`src/mmbcs_defines.svh`:
```
`ifndef MMBCS_DEFINES_SVH
`define MMBCS_DEFINES_SVH
// ----------------------------------------
// Status codes
// ----------------------------------------
`define MMBCS_CODE_INTA 3'h0
`define MMBCS_CODE_IORD 3'h1
`define MMBCS_CODE_IOWR 3'h2
`define MMBCS_CODE_HALT 3'h3
`define MMBCS_CODE_FETCH 3'h4
`define MMBCS_CODE_MRD 3'h5
`define MMBCS_CODE_MWR 3'h6
`define MMBCS_CODE_PASSIVE 3'h7
// ----------------------------------------
// Timing counts
// ----------------------------------------
`define MMBCS_CLK_DIV_DEFAULT 4
`define MMBCS_RESET_DRIVE_CLKS 1
`endif

```
`src/mmbcs_pkg.sv`:
```
`default_nettype none
package mmbcs_pkg;
	// Bus cycle kinds, in code order.
	typedef enum logic [2:0]
	{
		MMBCS_INTA,
		MMBCS_IORD,
		MMBCS_IOWR,
		MMBCS_HALT,
		MMBCS_FETCH,
		MMBCS_MRD,
		MMBCS_MWR,
		MMBCS_NONE
	} mmbcs_kind_e;
	// Processor bus T-states.
	typedef enum logic [2:0]
	{
		MMBCS_TI,
		MMBCS_T1,
		MMBCS_T2,
		MMBCS_T3,
		MMBCS_TW,
		MMBCS_T4,
		MMBCS_THOLD
	} mmbcs_tstate_e;
endpackage
`default_nettype wire

```
`src/mmbcs_if.sv`:
```
`default_nettype none
interface mmbcs_if;
	// Status bits and output enable of the device end.
	logic cycle_status_bit2;
	logic cycle_status_bit1;
	logic cycle_status_bit0;
	logic status_oe;
	// Ready returned by the system, sampled by the device.
	logic ready;
	// Processor clock phase, high half of the slow clock.
	logic clk_high;
	modport device
	(
		output cycle_status_bit2,
		output cycle_status_bit1,
		output cycle_status_bit0,
		output status_oe,
		output clk_high,
		input ready
	);
	modport controller
	(
		input cycle_status_bit2,
		input cycle_status_bit1,
		input cycle_status_bit0,
		input status_oe,
		input clk_high,
		output ready
	);
endinterface
`default_nettype wire

```
`src/mmbcs_device.sv`:
```
// Notes on behaviour
// - Status valid at clock high of T4, T1, T2.
// - Passive code in T3, or wait with ready.
// - Leaving passive during T4 starts a cycle.
// - Returning to passive in T3/wait ends cycle.
// - Status floats during hold acknowledge.
// - First clock of reset drives high, then float.
// - Eight status encodings, passive all ones.
// - Controller derives strobes from decoded status.
`include "mmbcs_defines.svh"
`default_nettype none
module mmbcs_device
	import mmbcs_pkg::*;
#(
	parameter int CLK_DIV = `MMBCS_CLK_DIV_DEFAULT
)
(
	input wire logic clock,
	input wire logic sys_rst,
	input wire logic cpu_reset,
	input wire logic cycle_req,
	input wire logic [2:0] cycle_kind,
	input wire logic hold_req,
	output logic cycle_busy,
	output logic hold_ack,
	mmbcs_if.device bus
);
	// ----------------------------------------
	// Parameter checks
	// ----------------------------------------
	// The divider needs two fast clocks per slow clock to show both phases.
	if (CLK_DIV < 2 || CLK_DIV % 2 != 0)
	begin : g_bad_div
		$error("CLK_DIV must be even and at least 2");
	end

	// The phase counter is eight bits wide, so half a slow clock may not exceed 256 fast clocks.
	if (CLK_DIV > 512)
	begin : g_big_div
		$error("CLK_DIV must not exceed 512");
	end

	localparam int HALF = CLK_DIV / 2;

	typedef struct packed
	{
		logic [7:0] div;
		logic high;
		mmbcs_tstate_e tst;
		logic [2:0] code;
		logic pend;
		logic busy;
		logic hlda;
		logic rst_first;
		logic in_rst;
		logic [2:0] st;
		logic oe;
	} mmbcs_dev_s;

	mmbcs_dev_s r_q;
	mmbcs_dev_s r_d;
	logic tick_fall;

	// ----------------------------------------
	// Next state
	// ----------------------------------------
	// The slow processor clock is a phase bit toggled by the divider; T-states advance on its falling edge,
	// so a status change made there is settled for the whole following high half; the controller samples on every fast clock.
	always_comb
	begin
		r_d = r_q;
		tick_fall = 1'b0;
		if (r_q.div == 8'(HALF - 1))
		begin
			r_d.div = 8'h00;
			r_d.high = ~r_q.high;
			tick_fall = r_q.high;
		end
		else
		begin
			r_d.div = r_q.div + 8'h01;
		end
		if (cpu_reset)
		begin
			// Drive ones for the first slow clock of reset, then float.
			if (!r_q.in_rst)
			begin
				r_d.in_rst = 1'b1;
				r_d.rst_first = 1'b1;
				r_d.st = `MMBCS_CODE_PASSIVE;
				r_d.oe = 1'b1;
			end
			else if (tick_fall && r_q.rst_first)
			begin
				r_d.rst_first = 1'b0;
				r_d.oe = 1'b0;
			end
			r_d.tst = MMBCS_TI;
			r_d.busy = 1'b0;
			r_d.hlda = 1'b0;
			r_d.pend = 1'b0;
		end
		else
		begin
			r_d.in_rst = 1'b0;
			r_d.rst_first = 1'b0;
			if (r_q.in_rst)
			begin
				r_d.oe = 1'b1;
				r_d.st = `MMBCS_CODE_PASSIVE;
			end
			if (tick_fall)
			begin
				case (r_q.tst)
					MMBCS_TI, MMBCS_T4:
					begin
						if (r_q.pend)
						begin
							// A code already shown in T4 always runs; a hold waits for the next T4.
							r_d.pend = 1'b0;
							r_d.st = r_q.code;
							r_d.tst = MMBCS_T1;
						end
						else if (hold_req)
						begin
							r_d.tst = MMBCS_THOLD;
							r_d.hlda = 1'b1;
							r_d.oe = 1'b0;
							r_d.busy = 1'b0;
						end
						else if (r_q.oe && cycle_req && cycle_kind != `MMBCS_CODE_PASSIVE)
						begin
							// Leaving passive on entry to a lead-in T4 keeps the code valid in its high half.
							// Waiting until the lines are driven means a drive never starts off passive.
							r_d.code = cycle_kind;
							r_d.st = cycle_kind;
							r_d.tst = MMBCS_T4;
							r_d.pend = 1'b1;
							r_d.busy = 1'b1;
							r_d.oe = 1'b1;
						end
						else
						begin
							r_d.st = `MMBCS_CODE_PASSIVE;
							r_d.tst = MMBCS_TI;
							r_d.busy = 1'b0;
							r_d.oe = 1'b1;
						end
					end
					MMBCS_T1:
					begin
						r_d.st = r_q.code;
						r_d.tst = MMBCS_T2;
					end
					MMBCS_T2:
					begin
						r_d.tst = MMBCS_T3;
						r_d.st = `MMBCS_CODE_PASSIVE;
					end
					MMBCS_T3, MMBCS_TW:
					begin
						r_d.st = `MMBCS_CODE_PASSIVE;
						r_d.tst = bus.ready ? MMBCS_T4 : MMBCS_TW;
						// Back to back, the next code leaves passive on entry to T4, after a whole passive T3.
						if (bus.ready && cycle_req && !hold_req && cycle_kind != `MMBCS_CODE_PASSIVE)
						begin
							r_d.code = cycle_kind;
							r_d.st = cycle_kind;
							r_d.pend = 1'b1;
						end
					end
					MMBCS_THOLD:
					begin
						if (!hold_req)
						begin
							r_d.hlda = 1'b0;
							r_d.tst = MMBCS_TI;
							r_d.oe = 1'b1;
							r_d.st = `MMBCS_CODE_PASSIVE;
						end
					end
					default:
					begin
						r_d.tst = MMBCS_TI;
					end
				endcase
			end
		end
	end

	// ----------------------------------------
	// State register
	// ----------------------------------------
	// Power-up floats the status lines until the first slow falling edge drives them passive.
	always_ff @(posedge clock or posedge sys_rst)
	begin
		if (sys_rst)
		begin
			r_q <= '{div: 8'h00, high: 1'b0, tst: MMBCS_TI, code: `MMBCS_CODE_PASSIVE,
				pend: 1'b0, busy: 1'b0, hlda: 1'b0, rst_first: 1'b0, in_rst: 1'b0,
				st: `MMBCS_CODE_PASSIVE, oe: 1'b0};
		end
		else
		begin
			r_q <= r_d;
		end
	end

	// Outputs come straight from the state flops.
	assign bus.cycle_status_bit2 = r_q.st[2];
	assign bus.cycle_status_bit1 = r_q.st[1];
	assign bus.cycle_status_bit0 = r_q.st[0];
	assign bus.status_oe = r_q.oe;
	assign bus.clk_high = r_q.high;
	assign cycle_busy = r_q.busy;
	assign hold_ack = r_q.hlda;
endmodule
`default_nettype wire

```
`src/flat_wrapper.sv`:
```
// flat-port wrapper written by rule: the top's interface ports become plain ports
module mmbcs_device_flat import mmbcs_pkg::*;
#(
	parameter int CLK_DIV = `MMBCS_CLK_DIV_DEFAULT
)
  (clock, sys_rst, cpu_reset, cycle_req, cycle_kind, hold_req, cycle_busy, hold_ack, bus_cycle_status_bit2, bus_cycle_status_bit1, bus_cycle_status_bit0, bus_status_oe, bus_clk_high, bus_ready);
  mmbcs_if bus_i ();
  input wire logic clock;
  input wire logic sys_rst;
  input wire logic cpu_reset;
  input wire logic cycle_req;
  input wire logic [2:0] cycle_kind;
  input wire logic hold_req;
  output logic cycle_busy;
  output logic hold_ack;
  output wire logic [$bits(bus_i.cycle_status_bit2)-1:0] bus_cycle_status_bit2;
  output wire logic [$bits(bus_i.cycle_status_bit1)-1:0] bus_cycle_status_bit1;
  output wire logic [$bits(bus_i.cycle_status_bit0)-1:0] bus_cycle_status_bit0;
  output wire logic [$bits(bus_i.status_oe)-1:0] bus_status_oe;
  output wire logic [$bits(bus_i.clk_high)-1:0] bus_clk_high;
  input wire logic [$bits(bus_i.ready)-1:0] bus_ready;
  assign bus_cycle_status_bit2 = bus_i.cycle_status_bit2;
  assign bus_cycle_status_bit1 = bus_i.cycle_status_bit1;
  assign bus_cycle_status_bit0 = bus_i.cycle_status_bit0;
  assign bus_status_oe = bus_i.status_oe;
  assign bus_clk_high = bus_i.clk_high;
  assign bus_i.ready = bus_ready;
  mmbcs_device #(.CLK_DIV(CLK_DIV)) u_core (.clock(clock), .sys_rst(sys_rst), .cpu_reset(cpu_reset), .cycle_req(cycle_req), .cycle_kind(cycle_kind), .hold_req(hold_req), .cycle_busy(cycle_busy), .hold_ack(hold_ack), .bus(bus_i));
endmodule
```
`config.mk`:
```
export PLATFORM = sky130hd
export DESIGN_NAME = mmbcs_device_flat
export DESIGN_NICKNAME = d
export VERILOG_FILES = /design/src/mmbcs_pkg.sv /design/src/mmbcs_if.sv /design/src/mmbcs_device.sv /design/src/flat_wrapper.sv
export VERILOG_INCLUDE_DIRS = /design/src
export SDC_FILE = /design/constraint.sdc
export NUM_CORES = 1
export LEC_CHECK = 0
export BUFFER_PORTS_ARGS = -buffer_cell sky130_fd_sc_hd__buf_2
export CAP_MARGIN = 20
export CORE_MARGIN = 2
export CORE_UTILIZATION = 55
export CTS_BUF_LIST = sky130_fd_sc_hd__clkbuf_8
export DETAILED_ROUTE_END_ITERATION = 6
export MAX_ROUTING_LAYER = met4
export PLACE_DENSITY = 0.83
export RECOVER_POWER = 50
export SLEW_MARGIN = 20
export SYNTH_ARGS = -nofsm -noshare
export SYNTH_HDL_FRONTEND = slang
export SYNTH_SLANG_ARGS = --single-unit
```
`constraint.sdc`:
```
create_clock -name clock -period 2.2 [get_ports clock]
set_clock_uncertainty 0.15 [all_clocks]
set_input_delay 0.11 -clock clock [delete_from_list [all_inputs] [get_ports clock]]
set_output_delay 0.11 -clock clock [all_outputs]
set_load 0.05 [all_outputs]
```
==> results of run 1 <==
per-layer routing:
layer,up-vias,wire length [um],track usage (%)
li1,639,-,-
met1,633,1528,32.01
met2,33,1569,34.39
met3,6,171,5.300
met4,0,48,6.977
met5,-,0,-
registers in the layout (all words and copies together) (netlist names):
name and flops:
u_core.cycle_busy 1, u_core.bus.clk_high 1, u_core.r_q 17, u_core.bus.cycle_status_bit0 1
u_core.bus.cycle_status_bit1 1, u_core.bus.status_oe 1, u_core.hold_ack 1, u_core.bus.cycle_status_bit2 1
worst reg2reg max path, delay by kind of cell, from the launching register on:
kind	cells	cell delay (ns)
AOI/OAI and AO/OA	2	0.53
adders and majority gates	1	0.17
buffers and inverters	1	0.09
DFF	1	0.42
and+or+nand+nor	3	0.56
final cells by class:
type / count / area [um^2]
clock buffer: 4 / 55.05
sequential: 24 / 608.1
timing repair buffer: 20 / 115.1
tap: 31 / 38.79
fill: 238 / 998.5
inverter: 7 / 26.28
multi-input combinational: 133 / 868.3
logic make-up (layout without fill, tap and decap cells):
family	Yosys count	in the layout	synth area share, %
buffers and inverters	13	31	3.516
AND/OR/NAND/NOR	69	69	25.84
multiplexers	7	7	4.579
adder cells (fa/ha/maj)	2	2	1.635
AO/OA/AOI/OAI	46	46	19.54
flip-flops	24	24	39.74
XOR/XNOR	9	9	5.152
worst paths after layout:
check	startpoint	endpoint	slack [ns]	cells past startpoint
worst max-delay path	u_core.r_q[17]	u_core.r_q[12]	0.18	7
worst min-delay path	hold_req	u_core.hold_ack	0.07	3
worst max register to register	u_core.r_q[17]	u_core.r_q[12]	0.18	7
worst min register to register	u_core.r_q[23]	u_core.r_q[23]	0.34	1
max in group asynchronous	sys_rst	u_core.r_q[14]	0.95	3
min in group asynchronous	sys_rst	u_core.r_q[20]	0.41	3
cell usage after synthesis (2+ instances only):
master,number,area [um^2]
ha_1,2,25.02
nand3_1,5,25.02
and2_1,3,18.77
dfstp_2,6,157.7
nor4b_1,2,17.52
nand3b_1,2,15.01
o21ai_0,10,50.05
xnor2_1,7,61.31
and3_1,7,43.79
mux2i_1,7,70.07
a21o_1,3,22.52
nand2b_1,5,31.28
a311oi_1,2,17.52
xor2_1,2,17.52
dfrtp_1,18,450.4
nor2_1,19,71.32
a21boi_0,2,15.01
a21oi_1,14,70.07
buf_2,4,20.02
o22ai_1,3,18.77
nor3_1,3,15.01
nand2_1,11,41.29
nor2b_1,4,25.02
o21ai_1,3,15.01
inv_1,7,26.28
clkbuf_1,2,7.510
per-stage QoR:
step	hold WS, ns	total power, uW	cells
global placement	0.1676	668.7	210
CTS	0.06617	976.3	219
global route	0.07161	1023	219
finish	0.07473	968.7	219
detailed placement	0.1870	675.9	210
floorplan	-0.02983	626.5	170
power by group through the flow:
stage | sequential (uW) | combinational, uW | clock (uW)
final | 509 | 164 | 296
after floorplan | 521 | 105 | 0
after detailed placement | 517 | 159 | 0
after global placement | 514 | 154 | 0
after global routing | 513 | 181 | 329
after CTS | 508 | 167 | 301
placed cells by master, fill, tap and decap left out, drive strengths merged, types with 2 or more instances in the layout:
cell,n
dfstp,6
o22ai,3
nor3,3
clkbuf,12
dfrtp,18
nand2,11
mux2i,7
a311oi,2
nor2b,4
buf,7
nand3,6
o21ai,13
xnor2,7
a21oi,14
dlygate4sd3,5
inv,7
xor2,2
and3,8
a21o,3
nand2b,5
nor2,19
nor4b,3
ha,2
nand3b,3
and2,4
a21boi,2
timing repair:
action                                  in CTS  in global routing
gates resized for setup                      0                  0
endpoints found under the hold margin       22                  0
hold buffers                                 5                  0
endpoints found under the setup margin       0                  0
==> flow_metrics.env, run 1 <==
export IMPL_grt_max_degree=25
export IMPL_synth_avg_cell_area_um2=9.001
export IMPL_die_w_um=56.75
export IMPL_clk_latency_ns=0.27
export IMPL_grt_first_pass_wirelength_um=5685
export IMPL_dieArea_mm2=0.003220
export IMPL_synth_area_mm2=0.001530
export IMPL_clk_pin_slew_worst_paths_ns=0.08
export IMPL_vias=1311
export IMPL_avgRoutedWirePerCell_um=15.15
export IMPL_status="completed"
export IMPL_cts_sinks=24
export IMPL_crit_buf_inv=1
export IMPL_clkPwrFrac_pct=30.5
export IMPL_synth_nets=181
export IMPL_initial_core_util_pct=56.46
export IMPL_post_cts_buffers=0
export IMPL_dp_slack_ns=0.2205
export IMPL_place_congestion=0.8922
export IMPL_cap_violations=0
export IMPL_grt_pass1_vias=1249
export IMPL_required_ns=2.21
export IMPL_vias_per_cell=5.986
export IMPL_fmax_mhz=495.4
export IMPL_final_layout_size_suffix_gt1_share_pct=13.30
export IMPL_rsz0062_at_grt="false"
export IMPL_crit_chain="inv_1 > ha_1 > nor4b_4 > nand3_2 > a31oi_4 > nor2_1 > a311oi_1"
export IMPL_seqPwrFrac_pct=52.5
export IMPL_drt_iter0_drc=68
export IMPL_htree_levels=1
export IMPL_setup_ws_ns=0.1814
export IMPL_synth_distinct_cells=43
export IMPL_stdcell_area_mm2=0.001712
export IMPL_cp_end_kind="flop"
export IMPL_syn_inst=170
export IMPL_crit_arrival_ns=2.03
export IMPL_critical_path_slowest_cell="dfrtp_1"
export IMPL_relSlewSlack_pct=41.92
export IMPL_power_switching_uw=271.9
export IMPL_p_leak_uw=0.0007344
export IMPL_wl_um=3317
export IMPL_irDropWorstVdd_v=0.0005675
export IMPL_yosysWarnings=0
export IMPL_powerDensity_mw_per_mm2=565.9
export IMPL_p_comb_share_pct=17.0
export IMPL_p_sw_share_pct=28.07
export IMPL_cts_tree="done"
export IMPL_hp_class="primary input to flop"
export IMPL_cts_made_buffers=3
export IMPL_power_internal_uw=696.8
export IMPL_synth_edf_count=0
export IMPL_portBuffers=15
export IMPL_placed_cell_area_mm2=0.001617
export IMPL_synth_seq_cells=24
export IMPL_grtUsageTotal_pct=23.23
export IMPL_cts_buffer_depth=2
export IMPL_final_max_slew_viol_count=0
export IMPL_drc=0
export IMPL_overflow=0
export IMPL_fp_coreArea_mm2=0.002710
export IMPL_synthFlopType="dfrtp_1"
export IMPL_crit_family="simple AND/OR/NAND/NOR gates"
export IMPL_tightest_slew_ns=0.8702
export IMPL_worstPathMaxFanout=7
export IMPL_die_h_um=56.75
export IMPL_top_level_ports=16
export IMPL_root_buffer="clkbuf_8"
export IMPL_yosysSeqAreaShare_pct=39.74
export IMPL_areaGrowthSynthToFinish_pct=11.86
export IMPL_first_pass_iters=4
export IMPL_fin_util_pct=63.16
export IMPL_async_reset_ff_share_pct=100.0
export IMPL_startpoint_type="flop"
export IMPL_fin_setup_tns_ns=0
export IMPL_period_minus_slack_ns=2.019
export IMPL_antenna_cells=0
export IMPL_ant_nets=0
export IMPL_hpwlAfterDp_um=2445
export IMPL_crit_type="flop to flop"
export IMPL_finalSetupViolations=0
export IMPL_nets=200
export IMPL_antenna_found_initial=0
export IMPL_hold_viol_final=0
export IMPL_max_stage_delay_ns=0.42
export IMPL_rows=19
export IMPL_fin_crit_sh_pct=91.75
(Power assumes the default switching activity.)
==> run 2: changes to the inputs <==
--- a/config.mk
+++ b/config.mk
@@ -9,11 +9,11 @@
 export BUFFER_PORTS_ARGS = -buffer_cell sky130_fd_sc_hd__buf_2
 export CAP_MARGIN = 20
 export CORE_MARGIN = 2
-export CORE_UTILIZATION = 55
+export CORE_UTILIZATION = 37
 export CTS_BUF_LIST = sky130_fd_sc_hd__clkbuf_8
 export DETAILED_ROUTE_END_ITERATION = 6
 export MAX_ROUTING_LAYER = met4
-export PLACE_DENSITY = 0.83
+export PLACE_DENSITY = 0.62
 export RECOVER_POWER = 50
 export SLEW_MARGIN = 20
 export SYNTH_ARGS = -nofsm -noshare
==> run 2 against run 1 <==
Net effect:
- die area up 45%
- maximum frequency increased by 2.8%
- register-to-register slack improved by 0.06 ns
- total power increased by 9.9%
- first-iteration DRC count grew 110%
- wire length rose by 3.6%
- cell count up 9.6%
- worst setup slack better by 0.056 ns
- cell area up 3.5%
- count of clock-buffer cells in the layout decreased by 1
- sequential share of layout area shrank 1.2 points
==> flow_metrics.env, run 2 (same netlist as run 1, synthesis figures left out) <==
export IMPL_grtUsageTotal_pct=17.41
export IMPL_htree_levels=1
export IMPL_cts_buffer_depth=2
export IMPL_place_congestion=0.9708
export IMPL_vias_per_cell=5.521
export IMPL_clk_latency_ns=0.27
export IMPL_final_cell_mix="nor2_1, dfrtp_1, a21oi_1, buf_2, nand2_1"
export IMPL_nets=202
export IMPL_die_h_um=68.31
export IMPL_irDropWorstVdd_v=0.0002982
export IMPL_critical_path_slowest_cell="dfrtp_1"
export IMPL_antenna_found_initial=0
export IMPL_fin_crit_sh_pct=89.23
export IMPL_first_pass_iters=4
export IMPL_status="completed"
export IMPL_hp_class="primary input to flop"
export IMPL_min_from="hold_req"
export IMPL_worstPathMaxFanout=7
export IMPL_max_stage_delay_ns=0.41
export IMPL_crit_chain="inv_1 > ha_1 > nor4b_4 > nand3_2 > a31oi_4 > nor2_1 > a311oi_1"
export IMPL_rr_worst_depth=7
export IMPL_reg2reg_slack_ns=0.24
export IMPL_cts_sinks=24
export IMPL_overflow=0
export IMPL_grt_first_pass_wirelength_um=5996
export IMPL_final_max_slew_viol_count=0
export IMPL_avgRoutedWirePerCell_um=14.32
export IMPL_dieArea_mm2=0.004666
export IMPL_final_common_cell="nor2_1"
export IMPL_rows=23
export IMPL_wl_um=3436
export IMPL_antenna_cells=0
export IMPL_root_buffer="clkbuf_8"
export IMPL_powerDensity_mw_per_mm2=600.7
export IMPL_clk_pin_slew_worst_paths_ns=0.09
export IMPL_r2r_start="u_core.r_q[17]"
export IMPL_grt_pass1_vias=1322
export IMPL_startpoint_type="flop"
export IMPL_cts_tree="done"
export IMPL_p_leak_uw=0.0007657
export IMPL_grt_max_degree=25
export IMPL_initial_core_util_pct=38.25
export IMPL_tightest_slew_ns=1.285
export IMPL_worstHoldEndpoint="u_core.hold_ack"
export IMPL_drc=0
export IMPL_die_w_um=68.31
export IMPL_portBuffers=15
export IMPL_areaGrowthSynthToFinish_pct=15.78
export IMPL_rr_endpoint="u_core.r_q[12]"
export IMPL_cp_end_kind="flop"
export IMPL_largest_register_ffs=17
export IMPL_hold_slack_ns=0.05061
export IMPL_crit_arrival_ns=1.98
export IMPL_drt_iter0_drc=140
export IMPL_top_register="u_core.r_q"
export IMPL_hold_path_depth=3
export IMPL_period_minus_slack_ns=1.963
export IMPL_relSlewSlack_pct=14.36
export IMPL_top_level_ports=16
export IMPL_cts_made_buffers=3
export IMPL_required_ns=2.22
export IMPL_cap_violations=0
export IMPL_final_layout_size_suffix_gt1_share_pct=17.37
export IMPL_crit_type="flop to flop"
export IMPL_rsz0062_at_grt="false"
export IMPL_fin_setup_tns_ns=0
export IMPL_hold_viol_final=0
export IMPL_fmax_mhz=509.4
export IMPL_hpwlAfterDp_um=2537
export IMPL_ant_nets=0
export IMPL_fp_coreArea_mm2=0.004000
export IMPL_vias=1325
export IMPL_finalSetupViolations=0
-- run 2: cell types whose count changed in the layout (fill, tap and decap cells not counted) --
cell / previous run / this run
buf_4: 0 / 1
clkbuf_1: 8 / 2
buf_2: 7 / 14
clkbuf_8: 4 / 3
bufinv_16: 0 / 1
-- run 2: power by group --
group | internal [uW] | switching (uW) | total, uW | leakage [uW]
Combinational | 65.2 | 105 | 170 | 0.000430
Sequential | 475 | 31.3 | 507 | 0.000300
Clock | 243 | 144 | 388 | 0.0000357
Total | 784 | 280 | 1060 | 0.000766
-- run 2: what timing repair did --
action	CTS	global route
endpoints found under the hold margin	28	0
setup buffers	0	0
hold buffers	5	0
resized for setup	0	0
-- run 2: worst max-delay path, delay by kind of cell (launching register included) --
kind / cells / cell delay [ns]
flops: 1 / 0.41
fa+ha+maj: 1 / 0.15
compound gates: 2 / 0.54
simple gates: 3 / 0.54
buf+inv: 1 / 0.07
-- run 2: area by class of cell --
cell class / instances / area (um^2)
Fill cell: 391 / 2228
Multi-Input combinational cell: 133 / 868.3
Sequential cell: 24 / 608.1
Timing Repair Buffer: 22 / 135.1
Tap cell: 50 / 62.56
Clock buffer: 3 / 41.29
Clock inverter: 1 / 30.03
Inverter: 7 / 26.28
-- run 2: routing by layer --
| layer | vias up | wire length (um) | global-route usage (%) | share of wire [%] |
|---|---|---|---|---|
| met5 | - | 0 | - | 0 |
| met4 | 0 | 38 | 5.000 | 1.1 |
| met3 | 5 | 218 | 3.125 | 6.3 |
| met2 | 46 | 1669 | 29.73 | 49 |
| met1 | 626 | 1510 | 21.01 | 44 |
| li1 | 648 | - | - | - |
-- run 2: how the worst max path moves through the flow --
stage                               from                    to  slack [ns]  cells after the start
floorplan           u_core.bus.status_oe        u_core.r_q[12]        0.36                      4
global placement          u_core.r_q[17]  u_core.bus.status_oe        0.32                      7
detailed placement        u_core.r_q[17]        u_core.r_q[12]        0.26                      7
CTS                       u_core.r_q[17]        u_core.r_q[12]        0.22                      7
global route              u_core.r_q[17]        u_core.r_q[12]        0.04                      7
finish                    u_core.r_q[17]        u_core.r_q[12]        0.24                      7
-- run 2: per-stage QoR --
step,setup WS (ns),power (uW),cells,area [um^2],utilization [%]
after floorplan,0.3604,626.5,170,1530,-
final,0.2370,1064,240,1772,44.29
after CTS,0.2204,1073,240,1777,44.42
after detailed placement,0.2601,677.8,231,1655,41.38
after global routing,0.04492,1127,240,1772,44.29
after global placement,0.3202,675.0,231,1655,41.38
==> run 3: changes to the inputs <==
--- a/config.mk
+++ b/config.mk
@@ -9,11 +9,11 @@
 export BUFFER_PORTS_ARGS = -buffer_cell sky130_fd_sc_hd__buf_2
 export CAP_MARGIN = 20
 export CORE_MARGIN = 2
-export CORE_UTILIZATION = 37
+export CORE_UTILIZATION = 60
 export CTS_BUF_LIST = sky130_fd_sc_hd__clkbuf_8
 export DETAILED_ROUTE_END_ITERATION = 6
 export MAX_ROUTING_LAYER = met4
-export PLACE_DENSITY = 0.62
+export PLACE_DENSITY = 0.89
 export RECOVER_POWER = 50
 export SLEW_MARGIN = 20
 export SYNTH_ARGS = -nofsm -noshare
==> run 3 against run 2 <==
Net effect:
- critical path type unchanged
- combinational power about the same
- register-to-register slack lost 0.07 ns
- via count is 2.9% higher
- count of clock-buffer cells in the layout is the same
- sequential power about the same
- maximum frequency down 3.2%
- largest cell class unchanged
- wire length rose by 4.7%
- critical path depth fell by 2
==> flow_metrics.env, run 3 (same netlist as run 1, synthesis figures left out) <==
export IMPL_status="completed"
export IMPL_root_buffer="clkbuf_8"
export IMPL_max_stage_delay_ns=0.67
export IMPL_fmax_mhz=493.0
export IMPL_vias_per_cell=6.252
export IMPL_crit_type="flop to flop"
export IMPL_relSlewSlack_pct=40.03
export IMPL_antenna_found_initial=0
export IMPL_cts_buffer_depth=2
export IMPL_critical_path_slowest_cell="dfrtp_1"
export IMPL_initial_core_util_pct=62.33
export IMPL_wl_um=3597
export IMPL_worstPathMaxFanout=15
export IMPL_portBuffers=15
export IMPL_crit_chain="and3b_1 > a21oi_1 > o21ai_0 > o22ai_1 > a21oi_1"
export IMPL_final_common_cell="nor2_1"
export IMPL_crit_top_cell="a21oi_1"
export IMPL_fin_util_pct=70.34
export IMPL_finalSetupViolations=0
export IMPL_ant_nets=0
export IMPL_drt_iter0_drc=94
export IMPL_powerDensity_mw_per_mm2=616.7
export IMPL_nets=200
export IMPL_final_cell_mix="nor2_1, dfrtp_1, a21oi_1"
export IMPL_dieArea_mm2=0.002970
export IMPL_grt_max_degree=25
export IMPL_drc=0
export IMPL_cts_tree="done"
export IMPL_crit_path_start="u_core.r_q[14]"
export IMPL_die_h_um=54.50
export IMPL_grt_first_pass_wirelength_um=5499
export IMPL_clk_latency_ns=0.27
export IMPL_min_from="hold_req"
export IMPL_startpoint_type="flop"
export IMPL_rsz0062_at_grt="false"
export IMPL_cts_made_buffers=3
export IMPL_cp_end_kind="flop"
export IMPL_rows=18
export IMPL_cts_sinks=24
export IMPL_post_cts_resized=0
export IMPL_htree_levels=1
export IMPL_hp_class="primary input to flop"
export IMPL_top_register="u_core.r_q"
export IMPL_grtUsageTotal_pct=26.56
export IMPL_fin_crit_sh_pct=92.20
export IMPL_largest_register_ffs=17
export IMPL_clk_pin_slew_worst_paths_ns=0.09
export IMPL_crit_arrival_ns=2.08
export IMPL_p_leak_uw=0.0007413
export IMPL_vias=1363
export IMPL_hpwlAfterDp_um=2485
export IMPL_overflow=0
export IMPL_crit_family="compound AO/OA/AOI/OAI gates"
export IMPL_final_max_slew_viol_count=0
export IMPL_fp_coreArea_mm2=0.002455
export IMPL_placed_cell_area_mm2=0.001615
export IMPL_final_layout_size_suffix_gt1_share_pct=13.30
export IMPL_period_minus_slack_ns=2.028
export IMPL_fin_setup_tns_ns=0
export IMPL_top_level_ports=16
export IMPL_grt_pass1_vias=1270
export IMPL_antenna_cells=0
export IMPL_irDropWorstVdd_v=0.0005271
export IMPL_cap_violations=0
export IMPL_fill_cells=199
export IMPL_hold_slack_ns=0.05887
export IMPL_hold_viol_final=0
export IMPL_stdcell_area_mm2=0.001727
export IMPL_areaGrowthSynthToFinish_pct=12.84
export IMPL_r2r_start="u_core.r_q[14]"
export IMPL_hold_buffers=5
export IMPL_tightest_slew_ns=0.8986
export IMPL_required_ns=2.26
export IMPL_post_cts_buffers=0
export IMPL_crit_buf_inv=0
export IMPL_place_congestion=0.9016
export IMPL_die_w_um=54.50
export IMPL_avgRoutedWirePerCell_um=16.50
export IMPL_first_pass_iters=5
export IMPL_power_total_uw=1065
run 3: changes by cell type in the layout (fill, tap and decap cells not counted):
cell and delta:
buf_2 -7, clkbuf_1 +6, buf_4 -1
run 3: final cells by class:
class	instances	area (um^2)	share of cell area (%)
Sequential cell	24	608.1	35.22
Clock buffer	3	41.29	2.391
Timing Repair Buffer	20	115.1	6.667
Multi-Input combinational cell	133	868.3	50.29
Inverter	7	26.28	1.522
Tap cell	30	37.54	2.174
Clock inverter	1	30.03	1.739
run 3: worst paths after layout:
path	to	slack, ns	cells past startpoint
setup / recovery	u_core.bus.cycle_status_bit2	0.17	5
hold / removal	u_core.hold_ack	0.06	3
setup reg to reg	u_core.bus.cycle_status_bit2	0.17	5
hold reg to reg	u_core.r_q[11]	0.34	2
max in group asynchronous	u_core.r_q[23]	0.93	3
min in group asynchronous	u_core.bus.status_oe	0.42	3
run 3: metal layers:
| layer | vias to the layer above | wire length, um | track usage [%] | share of wire (%) |
|---|---|---|---|---|
| li1 | 638 | - | - | - |
| met1 | 635 | 1531 | 34.20 | 43 |
| met2 | 79 | 1678 | 43.17 | 47 |
| met3 | 11 | 312 | 3.279 | 8.7 |
| met4 | 0 | 74 | 9.167 | 2.1 |
| met5 | - | 0 | - | 0 |
run 3: metrics by stage:
step / setup slack, ns / cells
finish: 0.1717 / 218
global route: 0.08228 / 218
CTS: 0.2213 / 218
detailed placement: 0.2360 / 209
global placement: 0.3139 / 209
floorplan: 0.3604 / 170
run 3: worst min-delay path, cell delays in order:
cell	delay, ns
buf_2	0.17
o21ai_1	0.09
a21oi_1	0.07
run 3: report_power, final:
part | internal (uW) | leakage (uW) | switching [uW]
Clock | 243 | 0.0000357 | 145
Combinational | 61.7 | 0.000406 | 105
Sequential | 475 | 0.000300 | 34.8
Total | 780 | 0.000741 | 285
